--- config.mk ---
export PLATFORM = sky130hd
export DESIGN_NAME = ctb_core
export DESIGN_NICKNAME = d
export VERILOG_FILES = /design/src/verilog/ctb_pkg.sv /design/src/verilog/ctb_core.sv /design/src/verilog/ctb_bit_unit.sv
export SDC_FILE = /design/constraint.sdc
export NUM_CORES = 2
export LEC_CHECK = 0
export BUFFER_PORTS_ARGS = -buffer_cell sky130_fd_sc_hd__buf_2
export CAP_MARGIN = 20
export CORE_UTILIZATION = 30
export CTS_CLUSTER_SIZE = 25
export DETAILED_ROUTE_END_ITERATION = 6
export HOLD_SLACK_MARGIN = 0.05
export PLACE_DENSITY_LB_ADDON = 0.15
export SLEW_MARGIN = 40
export SYNTH_ARGS = -nofsm -noshare
export SYNTH_HDL_FRONTEND = slang
export SYNTH_SLANG_ARGS = --single-unit
--- constraint.sdc ---
create_clock -name ref_clk -period 10.9 [get_ports ref_clk]
set_input_delay 0.545 -clock ref_clk [delete_from_list [all_inputs] [get_ports ref_clk]]
set_output_delay 0.545 -clock ref_clk [all_outputs]
set_load 0.02 [all_outputs]
--- src/verilog/ctb_pkg.sv ---
// Shared constants and types for the transfer and bit operation core
package ctb_pkg;

    // ==========================================================
    // Cycle counts per instruction class
    localparam int CYC_REG = 1;
    localparam int CYC_DMEM = 2;
    localparam int CYC_PMEM = 3;

    // ==========================================================
    // Pointer pairs in the register file
    localparam logic [4:0] PTR_BASE_X = 5'h1A;
    localparam logic [4:0] PTR_BASE_Y = 5'h1C;
    localparam logic [4:0] PTR_BASE_Z = 5'h1E;
    localparam logic [1:0] PTR_SEL_X = 2'h0;
    localparam logic [1:0] PTR_SEL_Y = 2'h1;

    // Pointer addressing modes
    localparam logic [1:0] PTR_MODE_PLAIN = 2'h0;
    localparam logic [1:0] PTR_MODE_POSTINC = 2'h1;
    localparam logic [1:0] PTR_MODE_PREDEC = 2'h2;

    // ==========================================================
    // Status register bit positions and reset values
    localparam int STAT_C = 0;
    localparam int STAT_Z = 1;
    localparam int STAT_N = 2;
    localparam int STAT_V = 3;
    localparam int STAT_S = 4;
    localparam int STAT_H = 5;
    localparam int STAT_T = 6;
    localparam int STAT_I = 7;
    localparam logic [7:0] STAT_RESET = 8'h00;
    localparam logic [15:0] SP_RESET = 16'h21FF;
    localparam logic [7:0] EXT_RESET = 8'h00;
    localparam logic [7:0] GPR_RESET = 8'h00;

    // ==========================================================
    // Decoded operations
    typedef enum logic [4:0] {
        OP_NOP = 5'h00,
        OP_LDI = 5'h01,
        OP_LD_PTR = 5'h02,
        OP_LD_DISP = 5'h03,
        OP_LD_DIRECT = 5'h04,
        OP_ST_PTR = 5'h05,
        OP_ST_DISP = 5'h06,
        OP_ST_DIRECT = 5'h07,
        OP_PMEM_RD = 5'h08,
        OP_PMEM_WIDE_RD = 5'h09,
        OP_IO_SET = 5'h0A,
        OP_IO_CLR = 5'h0B,
        OP_LSL = 5'h0C,
        OP_LSR = 5'h0D,
        OP_ROL = 5'h0E,
        OP_ROR = 5'h0F,
        OP_SWAP = 5'h10,
        OP_BIT_TO_T = 5'h11,
        OP_T_TO_BIT = 5'h12,
        OP_FLAG_SET = 5'h13,
        OP_FLAG_CLR = 5'h14,
        OP_PUSH = 5'h15,
        OP_POP = 5'h16,
        OP_SLEEP = 5'h17,
        OP_WDOG = 5'h18
    } ctb_op_t;

    typedef enum logic [1:0] {
        ST_IDLE = 2'b00,
        ST_WAIT = 2'b01,
        ST_DONE = 2'b10
    } ctb_state_t;

endpackage : ctb_pkg

--- src/verilog/ctb_core.sv ---
// Execution core for data transfer, bit and control instructions
`timescale 1ns/100ps
module ctb_core
    import ctb_pkg::*;
(
    input wire logic ref_clk,
    input wire logic rst_n,
    input wire logic instr_valid,
    output logic instr_ready,
    input wire ctb_op_t instr_op,
    input wire logic [4:0] instr_reg,
    input wire logic [1:0] instr_ptr_sel,
    input wire logic [1:0] instr_ptr_mode,
    input wire logic [2:0] instr_bit,
    input wire logic [5:0] instr_disp,
    input wire logic [15:0] instr_addr,
    input wire logic [7:0] instr_imm,
    input wire logic ext_wr_en,
    input wire logic [7:0] ext_wr_data,
    output logic [15:0] dmem_addr,
    output logic dmem_re,
    output logic dmem_we,
    output logic [7:0] dmem_wdata,
    input wire logic [7:0] dmem_rdata,
    output logic [23:0] pmem_addr,
    output logic pmem_re,
    input wire logic [7:0] pmem_rdata,
    output logic [4:0] io_addr,
    output logic io_we,
    output logic [7:0] io_wdata,
    output logic [7:0] io_wmask,
    output logic sleep_req,
    output logic wdog_req,
    output logic [7:0] status,
    output logic [15:0] stack_ptr,
    output logic [7:0] ext_byte,
    input wire logic [4:0] peek_idx,
    output logic [7:0] peek_data
);

    // ==========================================================
    // Reset release
    logic rst_meta_reg;
    logic rst_sync_n;

    always_ff @(posedge ref_clk or negedge rst_n) begin
        if (!rst_n) begin
            rst_meta_reg <= 1'b0;
            rst_sync_n <= 1'b0;
        end else begin
            rst_meta_reg <= 1'b1;
            rst_sync_n <= rst_meta_reg;
        end
    end

    // ==========================================================
    // State
    ctb_state_t state_reg, state_next;
    ctb_op_t op_reg, op_next;
    logic [4:0] rd_reg, rd_next;
    logic [7:0] gpr_reg [0:31];
    logic [7:0] gpr_next [0:31];
    logic [7:0] stat_reg, stat_next;
    logic [15:0] sp_reg, sp_next;
    logic [7:0] ext_reg, ext_next;
    logic [15:0] dmem_addr_reg, dmem_addr_next;
    logic dmem_re_reg, dmem_re_next;
    logic dmem_we_reg, dmem_we_next;
    logic [7:0] dmem_wdata_reg, dmem_wdata_next;
    logic [23:0] pmem_addr_reg, pmem_addr_next;
    logic pmem_re_reg, pmem_re_next;
    logic [4:0] io_addr_reg, io_addr_next;
    logic io_we_reg, io_we_next;
    logic [7:0] io_wdata_reg, io_wdata_next;
    logic [7:0] io_wmask_reg, io_wmask_next;
    logic sleep_reg, sleep_next;
    logic wdog_reg, wdog_next;

    logic take;
    logic [4:0] ptr_base;
    logic [15:0] ptr_val;
    logic [15:0] ptr_dec;
    logic [23:0] wide_addr;
    logic [7:0] src_val;
    logic [7:0] bu_result;
    logic bu_c, bu_z, bu_n, bu_v, bu_t;

    assign take = instr_valid && (state_reg == ST_IDLE);
    assign ptr_base = (instr_ptr_sel == PTR_SEL_X) ? PTR_BASE_X :
                      (instr_ptr_sel == PTR_SEL_Y) ? PTR_BASE_Y : PTR_BASE_Z;
    assign ptr_val = {gpr_reg[ptr_base + 5'h01], gpr_reg[ptr_base]};
    assign ptr_dec = ptr_val - 16'h0001;
    assign wide_addr = {ext_reg, gpr_reg[PTR_BASE_Z + 5'h01], gpr_reg[PTR_BASE_Z]};
    assign src_val = gpr_reg[instr_reg];

    ctb_bit_unit u_bit_unit (
        .op(instr_op),
        .operand(src_val),
        .carry_in(stat_reg[STAT_C]),
        .t_in(stat_reg[STAT_T]),
        .bit_sel(instr_bit),
        .result(bu_result),
        .res_c(bu_c),
        .res_z(bu_z),
        .res_n(bu_n),
        .res_v(bu_v),
        .t_out(bu_t)
    );

    // ==========================================================
    // Next-state logic
    always_comb begin
        state_next = state_reg;
        op_next = op_reg;
        rd_next = rd_reg;
        gpr_next = gpr_reg;
        stat_next = stat_reg;
        sp_next = sp_reg;
        ext_next = ext_wr_en ? ext_wr_data : ext_reg;
        dmem_addr_next = dmem_addr_reg;
        dmem_re_next = 1'b0;
        dmem_we_next = 1'b0;
        dmem_wdata_next = dmem_wdata_reg;
        pmem_addr_next = pmem_addr_reg;
        pmem_re_next = 1'b0;
        io_addr_next = io_addr_reg;
        io_we_next = 1'b0;
        io_wdata_next = io_wdata_reg;
        io_wmask_next = io_wmask_reg;
        sleep_next = 1'b0;
        wdog_next = 1'b0;
        unique case (state_reg)
            ST_IDLE: begin
                if (take) begin
                    op_next = instr_op;
                    rd_next = instr_reg;
                    unique case (instr_op)
                        OP_LD_PTR, OP_ST_PTR: begin
                            state_next = ST_DONE;
                            dmem_re_next = (instr_op == OP_LD_PTR);
                            dmem_we_next = (instr_op == OP_ST_PTR);
                            dmem_wdata_next = src_val;
                            dmem_addr_next = ptr_val;
                            if (instr_ptr_mode == PTR_MODE_POSTINC) begin
                                {gpr_next[ptr_base + 5'h01], gpr_next[ptr_base]} = ptr_val + 16'h0001;
                            end else if (instr_ptr_mode == PTR_MODE_PREDEC) begin
                                dmem_addr_next = ptr_dec;
                                {gpr_next[ptr_base + 5'h01], gpr_next[ptr_base]} = ptr_dec;
                            end
                        end
                        OP_LD_DISP, OP_ST_DISP: begin
                            state_next = ST_DONE;
                            dmem_re_next = (instr_op == OP_LD_DISP);
                            dmem_we_next = (instr_op == OP_ST_DISP);
                            dmem_wdata_next = src_val;
                            dmem_addr_next = ptr_val + {10'h000, instr_disp};
                        end
                        OP_LD_DIRECT, OP_ST_DIRECT: begin
                            state_next = ST_DONE;
                            dmem_re_next = (instr_op == OP_LD_DIRECT);
                            dmem_we_next = (instr_op == OP_ST_DIRECT);
                            dmem_wdata_next = src_val;
                            dmem_addr_next = instr_addr;
                        end
                        OP_PMEM_RD, OP_PMEM_WIDE_RD: begin
                            state_next = ST_WAIT;
                            pmem_re_next = 1'b1;
                            if (instr_op == OP_PMEM_RD) begin
                                pmem_addr_next = {8'h00, wide_addr[15:0]};
                                if (instr_ptr_mode == PTR_MODE_POSTINC) begin
                                    {gpr_next[PTR_BASE_Z + 5'h01], gpr_next[PTR_BASE_Z]} = wide_addr[15:0] + 16'h0001;
                                end
                            end else begin
                                pmem_addr_next = wide_addr;
                                if (instr_ptr_mode == PTR_MODE_POSTINC) begin
                                    {ext_next, gpr_next[PTR_BASE_Z + 5'h01], gpr_next[PTR_BASE_Z]} =
                                        wide_addr + 24'h000001;
                                end
                            end
                        end
                        OP_IO_SET, OP_IO_CLR: begin
                            state_next = ST_DONE;
                            io_we_next = 1'b1;
                            io_addr_next = instr_addr[4:0];
                            io_wmask_next = 8'h01 << instr_bit;
                            io_wdata_next = (instr_op == OP_IO_SET) ? 8'hFF : 8'h00;
                        end
                        OP_PUSH: begin
                            state_next = ST_DONE;
                            dmem_we_next = 1'b1;
                            dmem_addr_next = sp_reg;
                            dmem_wdata_next = src_val;
                            sp_next = sp_reg - 16'h0001;
                        end
                        OP_POP: begin
                            state_next = ST_DONE;
                            dmem_re_next = 1'b1;
                            dmem_addr_next = sp_reg + 16'h0001;
                            sp_next = sp_reg + 16'h0001;
                        end
                        OP_LSL, OP_LSR, OP_ROL, OP_ROR: begin
                            gpr_next[instr_reg] = bu_result;
                            stat_next[STAT_C] = bu_c;
                            stat_next[STAT_Z] = bu_z;
                            stat_next[STAT_N] = bu_n;
                            stat_next[STAT_V] = bu_v;
                        end
                        OP_SWAP, OP_T_TO_BIT: gpr_next[instr_reg] = bu_result;
                        OP_BIT_TO_T: stat_next[STAT_T] = bu_t;
                        OP_FLAG_SET: stat_next[instr_bit] = 1'b1;
                        OP_FLAG_CLR: stat_next[instr_bit] = 1'b0;
                        OP_LDI: gpr_next[instr_reg] = instr_imm;
                        OP_SLEEP: sleep_next = 1'b1;
                        OP_WDOG: wdog_next = 1'b1;
                        default: state_next = ST_IDLE;
                    endcase
                end
            end
            ST_WAIT: begin
                state_next = ST_DONE;
                pmem_re_next = 1'b1;
            end
            ST_DONE: begin
                state_next = ST_IDLE;
                if (op_reg == OP_PMEM_RD || op_reg == OP_PMEM_WIDE_RD) begin
                    gpr_next[rd_reg] = pmem_rdata;
                end else if (dmem_re_reg) begin
                    gpr_next[rd_reg] = dmem_rdata;
                end
            end
            default: state_next = ST_IDLE;
        endcase
    end

    // ==========================================================
    // Registers
    always_ff @(posedge ref_clk or negedge rst_sync_n) begin
        if (!rst_sync_n) begin
            state_reg <= ST_IDLE;
            op_reg <= OP_NOP;
            rd_reg <= 5'h00;
            for (int i = 0; i < 32; i++) begin
                gpr_reg[i] <= GPR_RESET;
            end
            stat_reg <= STAT_RESET;
            sp_reg <= SP_RESET;
            ext_reg <= EXT_RESET;
            dmem_addr_reg <= 16'h0000;
            dmem_re_reg <= 1'b0;
            dmem_we_reg <= 1'b0;
            dmem_wdata_reg <= 8'h00;
            pmem_addr_reg <= 24'h000000;
            pmem_re_reg <= 1'b0;
            io_addr_reg <= 5'h00;
            io_we_reg <= 1'b0;
            io_wdata_reg <= 8'h00;
            io_wmask_reg <= 8'h00;
            sleep_reg <= 1'b0;
            wdog_reg <= 1'b0;
        end else begin
            state_reg <= state_next;
            op_reg <= op_next;
            rd_reg <= rd_next;
            gpr_reg <= gpr_next;
            stat_reg <= stat_next;
            sp_reg <= sp_next;
            ext_reg <= ext_next;
            dmem_addr_reg <= dmem_addr_next;
            dmem_re_reg <= dmem_re_next;
            dmem_we_reg <= dmem_we_next;
            dmem_wdata_reg <= dmem_wdata_next;
            pmem_addr_reg <= pmem_addr_next;
            pmem_re_reg <= pmem_re_next;
            io_addr_reg <= io_addr_next;
            io_we_reg <= io_we_next;
            io_wdata_reg <= io_wdata_next;
            io_wmask_reg <= io_wmask_next;
            sleep_reg <= sleep_next;
            wdog_reg <= wdog_next;
        end
    end

    assign instr_ready = (state_reg == ST_IDLE);
    assign dmem_addr = dmem_addr_reg;
    assign dmem_re = dmem_re_reg;
    assign dmem_we = dmem_we_reg;
    assign dmem_wdata = dmem_wdata_reg;
    assign pmem_addr = pmem_addr_reg;
    assign pmem_re = pmem_re_reg;
    assign io_addr = io_addr_reg;
    assign io_we = io_we_reg;
    assign io_wdata = io_wdata_reg;
    assign io_wmask = io_wmask_reg;
    assign sleep_req = sleep_reg;
    assign wdog_req = wdog_reg;
    assign status = stat_reg;
    assign stack_ptr = sp_reg;
    assign ext_byte = ext_reg;
    assign peek_data = gpr_reg[peek_idx];

    // ==========================================================
    // Assertions
    logic [7:0] lat_val;
    assign lat_val = gpr_reg[rd_reg];

    property p_ld_postinc;
        @(posedge ref_clk) disable iff (!rst_sync_n)
        take && instr_op == OP_LD_PTR && instr_ptr_mode == PTR_MODE_POSTINC |=>
            dmem_re && dmem_addr == $past(ptr_val) && !instr_ready ##1 instr_ready;
    endproperty
    a_ld_postinc: assert property (p_ld_postinc) else $error("post-increment load wrong");

    property p_ld_predec;
        @(posedge ref_clk) disable iff (!rst_sync_n)
        take && instr_op == OP_LD_PTR && instr_ptr_mode == PTR_MODE_PREDEC |=>
            dmem_addr == $past(ptr_dec) ##1 lat_val == $past(dmem_rdata);
    endproperty
    a_ld_predec: assert property (p_ld_predec) else $error("pre-decrement load wrong");

    property p_ld_disp;
        @(posedge ref_clk) disable iff (!rst_sync_n)
        take && instr_op == OP_LD_DISP |=>
            dmem_addr == $past(ptr_val) + {10'h000, $past(instr_disp)} ##1 status == $past(status, 2);
    endproperty
    a_ld_disp: assert property (p_ld_disp) else $error("displacement load wrong");

    property p_st_direct;
        @(posedge ref_clk) disable iff (!rst_sync_n)
        take && instr_op == OP_ST_DIRECT |=>
            dmem_we && dmem_addr == $past(instr_addr) && dmem_wdata == $past(src_val);
    endproperty
    a_st_direct: assert property (p_st_direct) else $error("direct store wrong");

    property p_pmem_three;
        @(posedge ref_clk) disable iff (!rst_sync_n)
        take && (instr_op == OP_PMEM_RD || instr_op == OP_PMEM_WIDE_RD) |=>
            (pmem_re && !instr_ready) [*2] ##1 instr_ready;
    endproperty
    a_pmem_three: assert property (p_pmem_three) else $error("program read not 3 cycles");

    property p_io_set;
        @(posedge ref_clk) disable iff (!rst_sync_n)
        take && instr_op == OP_IO_SET |=> io_we && io_wmask == (8'h01 << $past(instr_bit)) && (io_wdata & io_wmask) != 8'h00;
    endproperty
    a_io_set: assert property (p_io_set) else $error("io bit set wrong");

    property p_lsl;
        @(posedge ref_clk) disable iff (!rst_sync_n)
        take && instr_op == OP_LSL |=>
            lat_val == {$past(src_val[6:0]), 1'b0} && status[STAT_C] == $past(src_val[7]) && instr_ready;
    endproperty
    a_lsl: assert property (p_lsl) else $error("shift left wrong");

    property p_swap;
        @(posedge ref_clk) disable iff (!rst_sync_n)
        take && instr_op == OP_SWAP |=> lat_val == {$past(src_val[3:0]), $past(src_val[7:4])} && $stable(status);
    endproperty
    a_swap: assert property (p_swap) else $error("swap wrong");

    property p_push;
        @(posedge ref_clk) disable iff (!rst_sync_n)
        take && instr_op == OP_PUSH |=> dmem_we && dmem_addr == $past(sp_reg) && stack_ptr == $past(sp_reg) - 16'h0001;
    endproperty
    a_push: assert property (p_push) else $error("push wrong");

    property p_sleep;
        @(posedge ref_clk) disable iff (!rst_sync_n)
        take && instr_op == OP_SLEEP |=> sleep_req && instr_ready && $stable(status) ##1 !sleep_req;
    endproperty
    a_sleep: assert property (p_sleep) else $error("sleep issue wrong");

    c_pop: cover property (@(posedge ref_clk) disable iff (!rst_sync_n) take && instr_op == OP_POP);
    c_wide: cover property (@(posedge ref_clk) disable iff (!rst_sync_n)
        take && instr_op == OP_PMEM_WIDE_RD && instr_ptr_mode == PTR_MODE_POSTINC);
    c_t_store: cover property (@(posedge ref_clk) disable iff (!rst_sync_n) take && instr_op == OP_BIT_TO_T);

endmodule : ctb_core

--- src/verilog/ctb_bit_unit.sv ---
// Shift, rotate, swap and transfer-flag datapath
`timescale 1ns/100ps
module ctb_bit_unit
    import ctb_pkg::*;
(
    input wire ctb_op_t op,
    input wire logic [7:0] operand,
    input wire logic carry_in,
    input wire logic t_in,
    input wire logic [2:0] bit_sel,
    output logic [7:0] result,
    output logic res_c,
    output logic res_z,
    output logic res_n,
    output logic res_v,
    output logic t_out
);

    // ==========================================================
    // Result and flags
    always_comb begin
        result = operand;
        res_c = carry_in;
        t_out = t_in;
        unique case (op)
            OP_LSL: begin
                result = {operand[6:0], 1'b0};
                res_c = operand[7];
            end
            OP_LSR: begin
                result = {1'b0, operand[7:1]};
                res_c = operand[0];
            end
            OP_ROL: begin
                result = {operand[6:0], carry_in};
                res_c = operand[7];
            end
            OP_ROR: begin
                result = {carry_in, operand[7:1]};
                res_c = operand[0];
            end
            OP_SWAP: result = {operand[3:0], operand[7:4]};
            OP_BIT_TO_T: t_out = operand[bit_sel];
            OP_T_TO_BIT: result[bit_sel] = t_in;
            default: result = operand;
        endcase
        res_n = result[7];
        res_z = (result == 8'h00);
        res_v = result[7] ^ res_c;
    end

endmodule : ctb_bit_unit

======== Yosys cells after proc, flatten, opt, wreduce, memory -nomap -nowiden ========
Cells that the tools add are included.
cells by class
  $add $sub $neg .......................... 8
  magnitude comparators ................... 11
  equal/unequal tests ..................... 38
  shift operators ......................... 1
  muxes and demuxes ....................... 85
  bitwise operators ....................... 9
  reductions and logical operators ........ 40
operators with widths
  operator                                            number
  bitwise mux 256 bit                                 8
  two-way mux 256 bit                                 5
  case mux 240 bit (3 select lines)                   1
  case mux 256 bit (2 select lines)                   1
  binary-select mux 8 bit (select 5 bit)              4
  demux 8 bit (select 5 bit)                          4
  two-way mux 8 bit                                   19
  two-way mux 16 bit                                  5
  case mux 16 bit (5 select lines)                    1
  case mux 16 bit (4 select lines)                    1
  == test 5 x 4 -> 1 bit, second input constant       10
  adder 16 x 1 -> 16 bit, second input constant       3
  case mux 8 bit (6 select lines)                     1
  == test 5 bit, second input constant                9
  case mux 16 bit (2 select lines)                    1
  subtractor 16 x 1 -> 16 bit, second input constant  2
  >= comparator 6 bit, second input constant          5
  inverter 5 -> 6 bit                                 5
  adder 24 x 1 -> 24 bit, second input constant       1
  < comparator 6 x 1 -> 1 bit, second input constant  4
  two-way mux 24 bit                                  1
  AND reduction 3 bit                                 8
  == test 5 x 3 -> 1 bit, second input constant       4
  two-way mux 1 bit                                   17
  46 further kinds                                    72
word-level totals
  bits in registers ....................... 377
  input port bits ......................... 80
  output and inout port bits .............. 116
  word-level logic and storage cells ...... 246

======== Logic depth before layout (Yosys ltp) ========
  depth after elaboration ................. 16
  mapped depth ............................ 15

======== By module ========
A second synthesis with hierarchy kept.
unflattened totals
  cell total of the unflattened synthesis .. 2,765
  area, all modules ....................... 25,740.9 sq um
modules (own cells, without submodules)
  module        times used  cells an instance  area an instance (sq um)
  ctb_core      1           2,663              25,031.5
  ctb_bit_unit  1           102                709.4

======== Worst setup path after synthesis ========
No wires, ideal clock.
  path kind ............................... input port to output port
  from .................................... input peek_idx[0]
  to ...................................... output peek_data[0]
  data arrival time ....................... 2.799 ns
  path slack .............................. 7.556 ns
  stages .................................. 5
  path buffers ............................ 2
  path through ............................ clkbuf_1 buf_1 mux4_2 mux4_2 mux2_2
between the ends
  longest elaborated chain between the ends .. 4
RTL lines
  item                                                   line             RTL
  from (decl)                                            ctb_core.sv:37   input wire logic [4:0] peek_idx,
  inverter 5 -> 6 bit (not written as such)              ctb_core.sv:299  assign peek_data = gpr_reg[peek_idx];
  binary-select mux 8 bit (select 5 bit)                 ctb_core.sv:299
  two-way mux 8 bit (not written as such) (2 in series)  ctb_core.sv:299
  to (decl)                                              ctb_core.sv:38   output logic [7:0] peek_data
Every way passes these cells. The select of a mux whose other input is x is not followed.

======== Final worst setup path ========
  from .................................... input instr_reg[1]
  to ...................................... register gpr_reg[70] (netlist name)
between the ends
  longest elaborated chain between the ends .. 10
  elaborated cells between the ends (all ways) .. 16
  classes of those cells .................. order compare (2); mux (12); bitwise (1); reduce/logical (1)
RTL lines
  item                                                   line                              RTL
  from (decl)                                            ctb_core.sv:11                    input wire logic [4:0] instr_reg,
  inverter 5 -> 6 bit (not written as such) *            --
  binary-select mux 8 bit (select 5 bit)                 ctb_core.sv:94                    assign src_val = gpr_reg[instr_reg];
  two-way mux 8 bit (not written as such) (2 in series)  ctb_core.sv:94
  bitwise mux 8 bit                                      ctb_bit_unit.sv:44                OP_T_TO_BIT: result[bit_sel] = t_in;
  case mux 8 bit (6 select lines)                        ctb_bit_unit.sv:25                unique case (op)
  bitwise mux 256 bit                                    ctb_core.sv:202, ctb_core.sv:208
  case mux 240 bit (3 select lines) *                    ctb_core.sv:137                   unique case (instr_op)
  two-way mux 256 bit *                                  ctb_core.sv:134                   if (take) begin
  case mux 256 bit (2 select lines) *                    ctb_core.sv:132                   unique case (state_reg)
  to (signal assigned)                                   ctb_core.sv:264                   gpr_reg <= gpr_next;
  to (decl)                                              ctb_core.sv:61                    logic [7:0] gpr_reg [0:31];
Mark *: on every way between the ends. The rest lies on a longest branch, timed or not. The select of a mux whose other input is x is not followed.
A chain may end at the register's enable or synchronous reset.

==> out/metrics.cfg <==
[worst_setup_path]
cp_slowest_cell = buf_4
arrival_ns = 5.24
start_kind = input pin
cp_common_cell = buf_4
required_ns = 11.35
cpLargestDelayFamily = buffers and inverters
cp_cell_sequence = buf_6, buf_4, mux2i_1, o22ai_1, nor4_1, nand2_1, a22oi_1, nand3_2, a22o_1, buf_4, o21ai_0, a31oi_1
criticalPathCategory = input pin to register
end_kind = register
worst_path_largest_cell_delay_ns = 0.72
crit_fanout = 49
ff2ff_setup_slack_ns = 6.84
critPathBufInv = 3

[detailed_routing]
ant_nets = 0
drtIter0Drc = 3930
num_vias = 29646
first_pass_iters = 7
drc = 35
wl_per_cell_um = 30.3
wl_um = 141000
via_per_inst = 6.36

[power_and_ir_drop]
netSwitchingFraction_pct = 41.7
leakage_nw = 13.7
internal_power_w = 0.00338
power_frac_clock_pct = 31.9
vdd.ir_drop.worst_v = 0.000117
p_switching_w = 0.00241
power_frac_comb_pct = 32.9
power_density_nw_per_um2 = 185
p_seq_share_pct = 35.2

[die]
die_x_um = 305
coreArea_um2 = 90600
boundaryPins = 196
die_area_um2 = 93300
dieHeight_um = 305
rows = 110
start_util_pct = 30.5

[grt]
grt_max_degree = 82
grt_pass1_vias = 27325
antenna_found_initial = 7
grt_first_pass_wirelength_um = 202000
grt_overflow = 0
track_usage_pct = 29.2

[logic_synthesis]
synth_top_area_share_pct = 32.5
yosys.area_share.simple_pct = 18.5
synth_top_family_by_area = compound AO/OA/AOI/OAI gates
syn_area_per_cell_um2 = 8.06
synthMuxAreaShare_pct = 13.7
yosys_warnings = 0
ys.flop_type = dfrtp_1
synth-seq-cells = 369
synth_seq_area_share_pct = 33.5
synth-adder-area-share_pct = 0.571
synth_compound_area_share_pct = 26.9
synth-edff-count = 0
synthCells = 3427
syn_area_um2 = 27600
async_flop_share_pct = 100
synth_xor_area_share_pct = 1.84
synth.area.top_cells = dfrtp_1 (33%), nand2_1 (9.3%), a21oi_1 (7.2%)
syn_nets = 3519
yosysTopAreaCell = dfrtp_1
synth_cell_types = 97

[timing]
hold_viol = 0
tightest_slew_ns = 0.970
slew_headroom_pct = 35.3
rsz0062_at_grt = no
maxClockFrequency_mhz = 209
timing.hold.ws_ns = 0.129
finalCriticalPeriod_ns = 4.78
tns_ns = 0
slew_viol_final = 0
setup_viol = 0
fin_crit_sh_pct = 43.9
finClkSkew_ns = 0.0513

[clock_tree]
htreeDepth = 2
cts_sinks = 369
cts_buffer_depth = 3
post-cts-setup-buffer-count = 0
cts_tree = built
postCtsHoldBufs = 1
clkLatencyLatePin_ns = 0.64
cts_buffers = 49
root_buffer = clkbuf_16
path_clk_slew_ns = 0.06
cts.repair.resized = 0

[min_path]
holdCritPathClass = input pin to register

[layout]
layout-drive-gt1-share_pct = 16.4
largest_register_ffs = 256
fillCellCount = 9494
fin_area_um2 = 31400
area_growth_pct = 13.6
final_nets = 3539

[placement]
dpl.hpwl_um = 95700
postPlaceCellArea_um2 = 29500
portBuffers = 195
place_congestion = 0.969

[status]
violations = design-rule violations
status = finished, violations left

[job]
drv_cap = 0

==> logic make-up after synthesis <==
logic type | Yosys count
flops | 369
mux | 271
fa+ha+maj | 12
xor+xnor | 58
simple gates | 1154
buf+inv | 312
compound gates | 1250
other cells | 1
==> final timing paths <==
| path | from | end | cells after the start |
|---|---|---|---|
| setup / recovery | instr_reg[1] | gpr_reg[70] | 12 |
| hold / removal | ext_wr_data[4] | ext_byte[4] | 2 |
| setup reg to reg | gpr_reg[13] | gpr_reg[70] | 11 |
| hold reg to reg | rst_sync_n | gpr_reg[136] | 0 |
| max in group asynchronous | rst_sync_n | pmem_addr[4] | 3 |
| min in group asynchronous | rst_n | rst_meta_reg | 2 |
==> power groups by stage <==
stage	sequential [W]	combinational, W	clock (W)
global route	0.00205	0.00201	0.00192
CTS	0.00201	0.00185	0.00188
detailed placement	0.00203	0.00184	0
global placement	0.00205	0.00183	0
floorplan	0.00191	0.00112	0
finish	0.00204	0.00191	0.00185
==> cell usage after synthesis (10+ instances only) <==
cell type and instances:
mux2_2 26, o21ai_1 97, nor4_2 10, buf_6 13, a31oi_1 235, nand4_1 12, buf_4 21, mux4_2 82
nor2b_1 11, inv_1 15, nand2_1 682, nand2b_1 19, buf_1 25, dfstp_2 10, a22oi_1 24, o21a_1 14
nand3_1 45, o21ai_0 236, a221o_1 14, dfrtp_1 359, o211ai_1 18, mux2i_1 160, ha_1 11, and2_1 16
a221oi_1 35, buf_2 33, nor4_1 12, a21oi_1 396, and3_1 24, o221ai_1 13, xor2_1 26, xnor2_1 32
nor2_1 207, o22ai_1 77, clkbuf_1 199, nor3_1 48
==> cells in the final DEF (no fill, tap or decap), types with 26 or more instances in the layout <==
cell type  count
nand2_1      678
a21oi_1      393
dfrtp_1      358
o21ai_0      235
a31oi_1      235
buf_2        193
nor2_1       179
mux2i_1      158
o21ai_1       97
mux4_2        82
o22ai_1       77
buf_4         58
clkbuf_16     50
nand3_1       43
nor3_1        41
a221oi_1      35
xnor2_1       32
nor2_2        28
xor2_1        26
==> through the flow <==
| stage | power (W) | setup slack (ns) | util, % | std cells |
|---|---|---|---|---|
| floorplan | 0.00304 | 4.88 | - | 3427 |
| global placement | 0.00388 | 5.71 | 32.4 | 4568 |
| detailed placement | 0.00388 | 5.73 | 32.6 | 4570 |
| CTS | 0.00574 | 6.39 | 34.6 | 4660 |
| global route | 0.00598 | 6.14 | 34.7 | 4662 |
| finish | 0.00579 | 6.12 | 34.7 | 4664 |
==> metal layers <==
metal | routed length (µm) | global-route usage (%) | vias to the layer above
li1 | - | - | 12813
met2 | 60800 | 43.0 | 1722
met3 | 14300 | 7.18 | 379
met5 | 16 | 0 | -
met4 | 7070 | 13.3 | 4
met1 | 59100 | 40.2 | 14728
==> cell type report <==
cell class                      count  area (µm²)  share of cell area (%)
Multi-Input combinational cell   2746       17200                    54.9
Sequential cell                   369        9250                    29.5
Timing Repair Buffer              261        1560                    4.95
Clock buffer                       70        1480                    4.70
Tap cell                         1176        1470                    4.69
Clock inverter                     19         329                    1.05
Inverter                           20        75.1                   0.239
Antenna cell                        3        7.51                  0.0239
(Power assumes the default switching activity.)
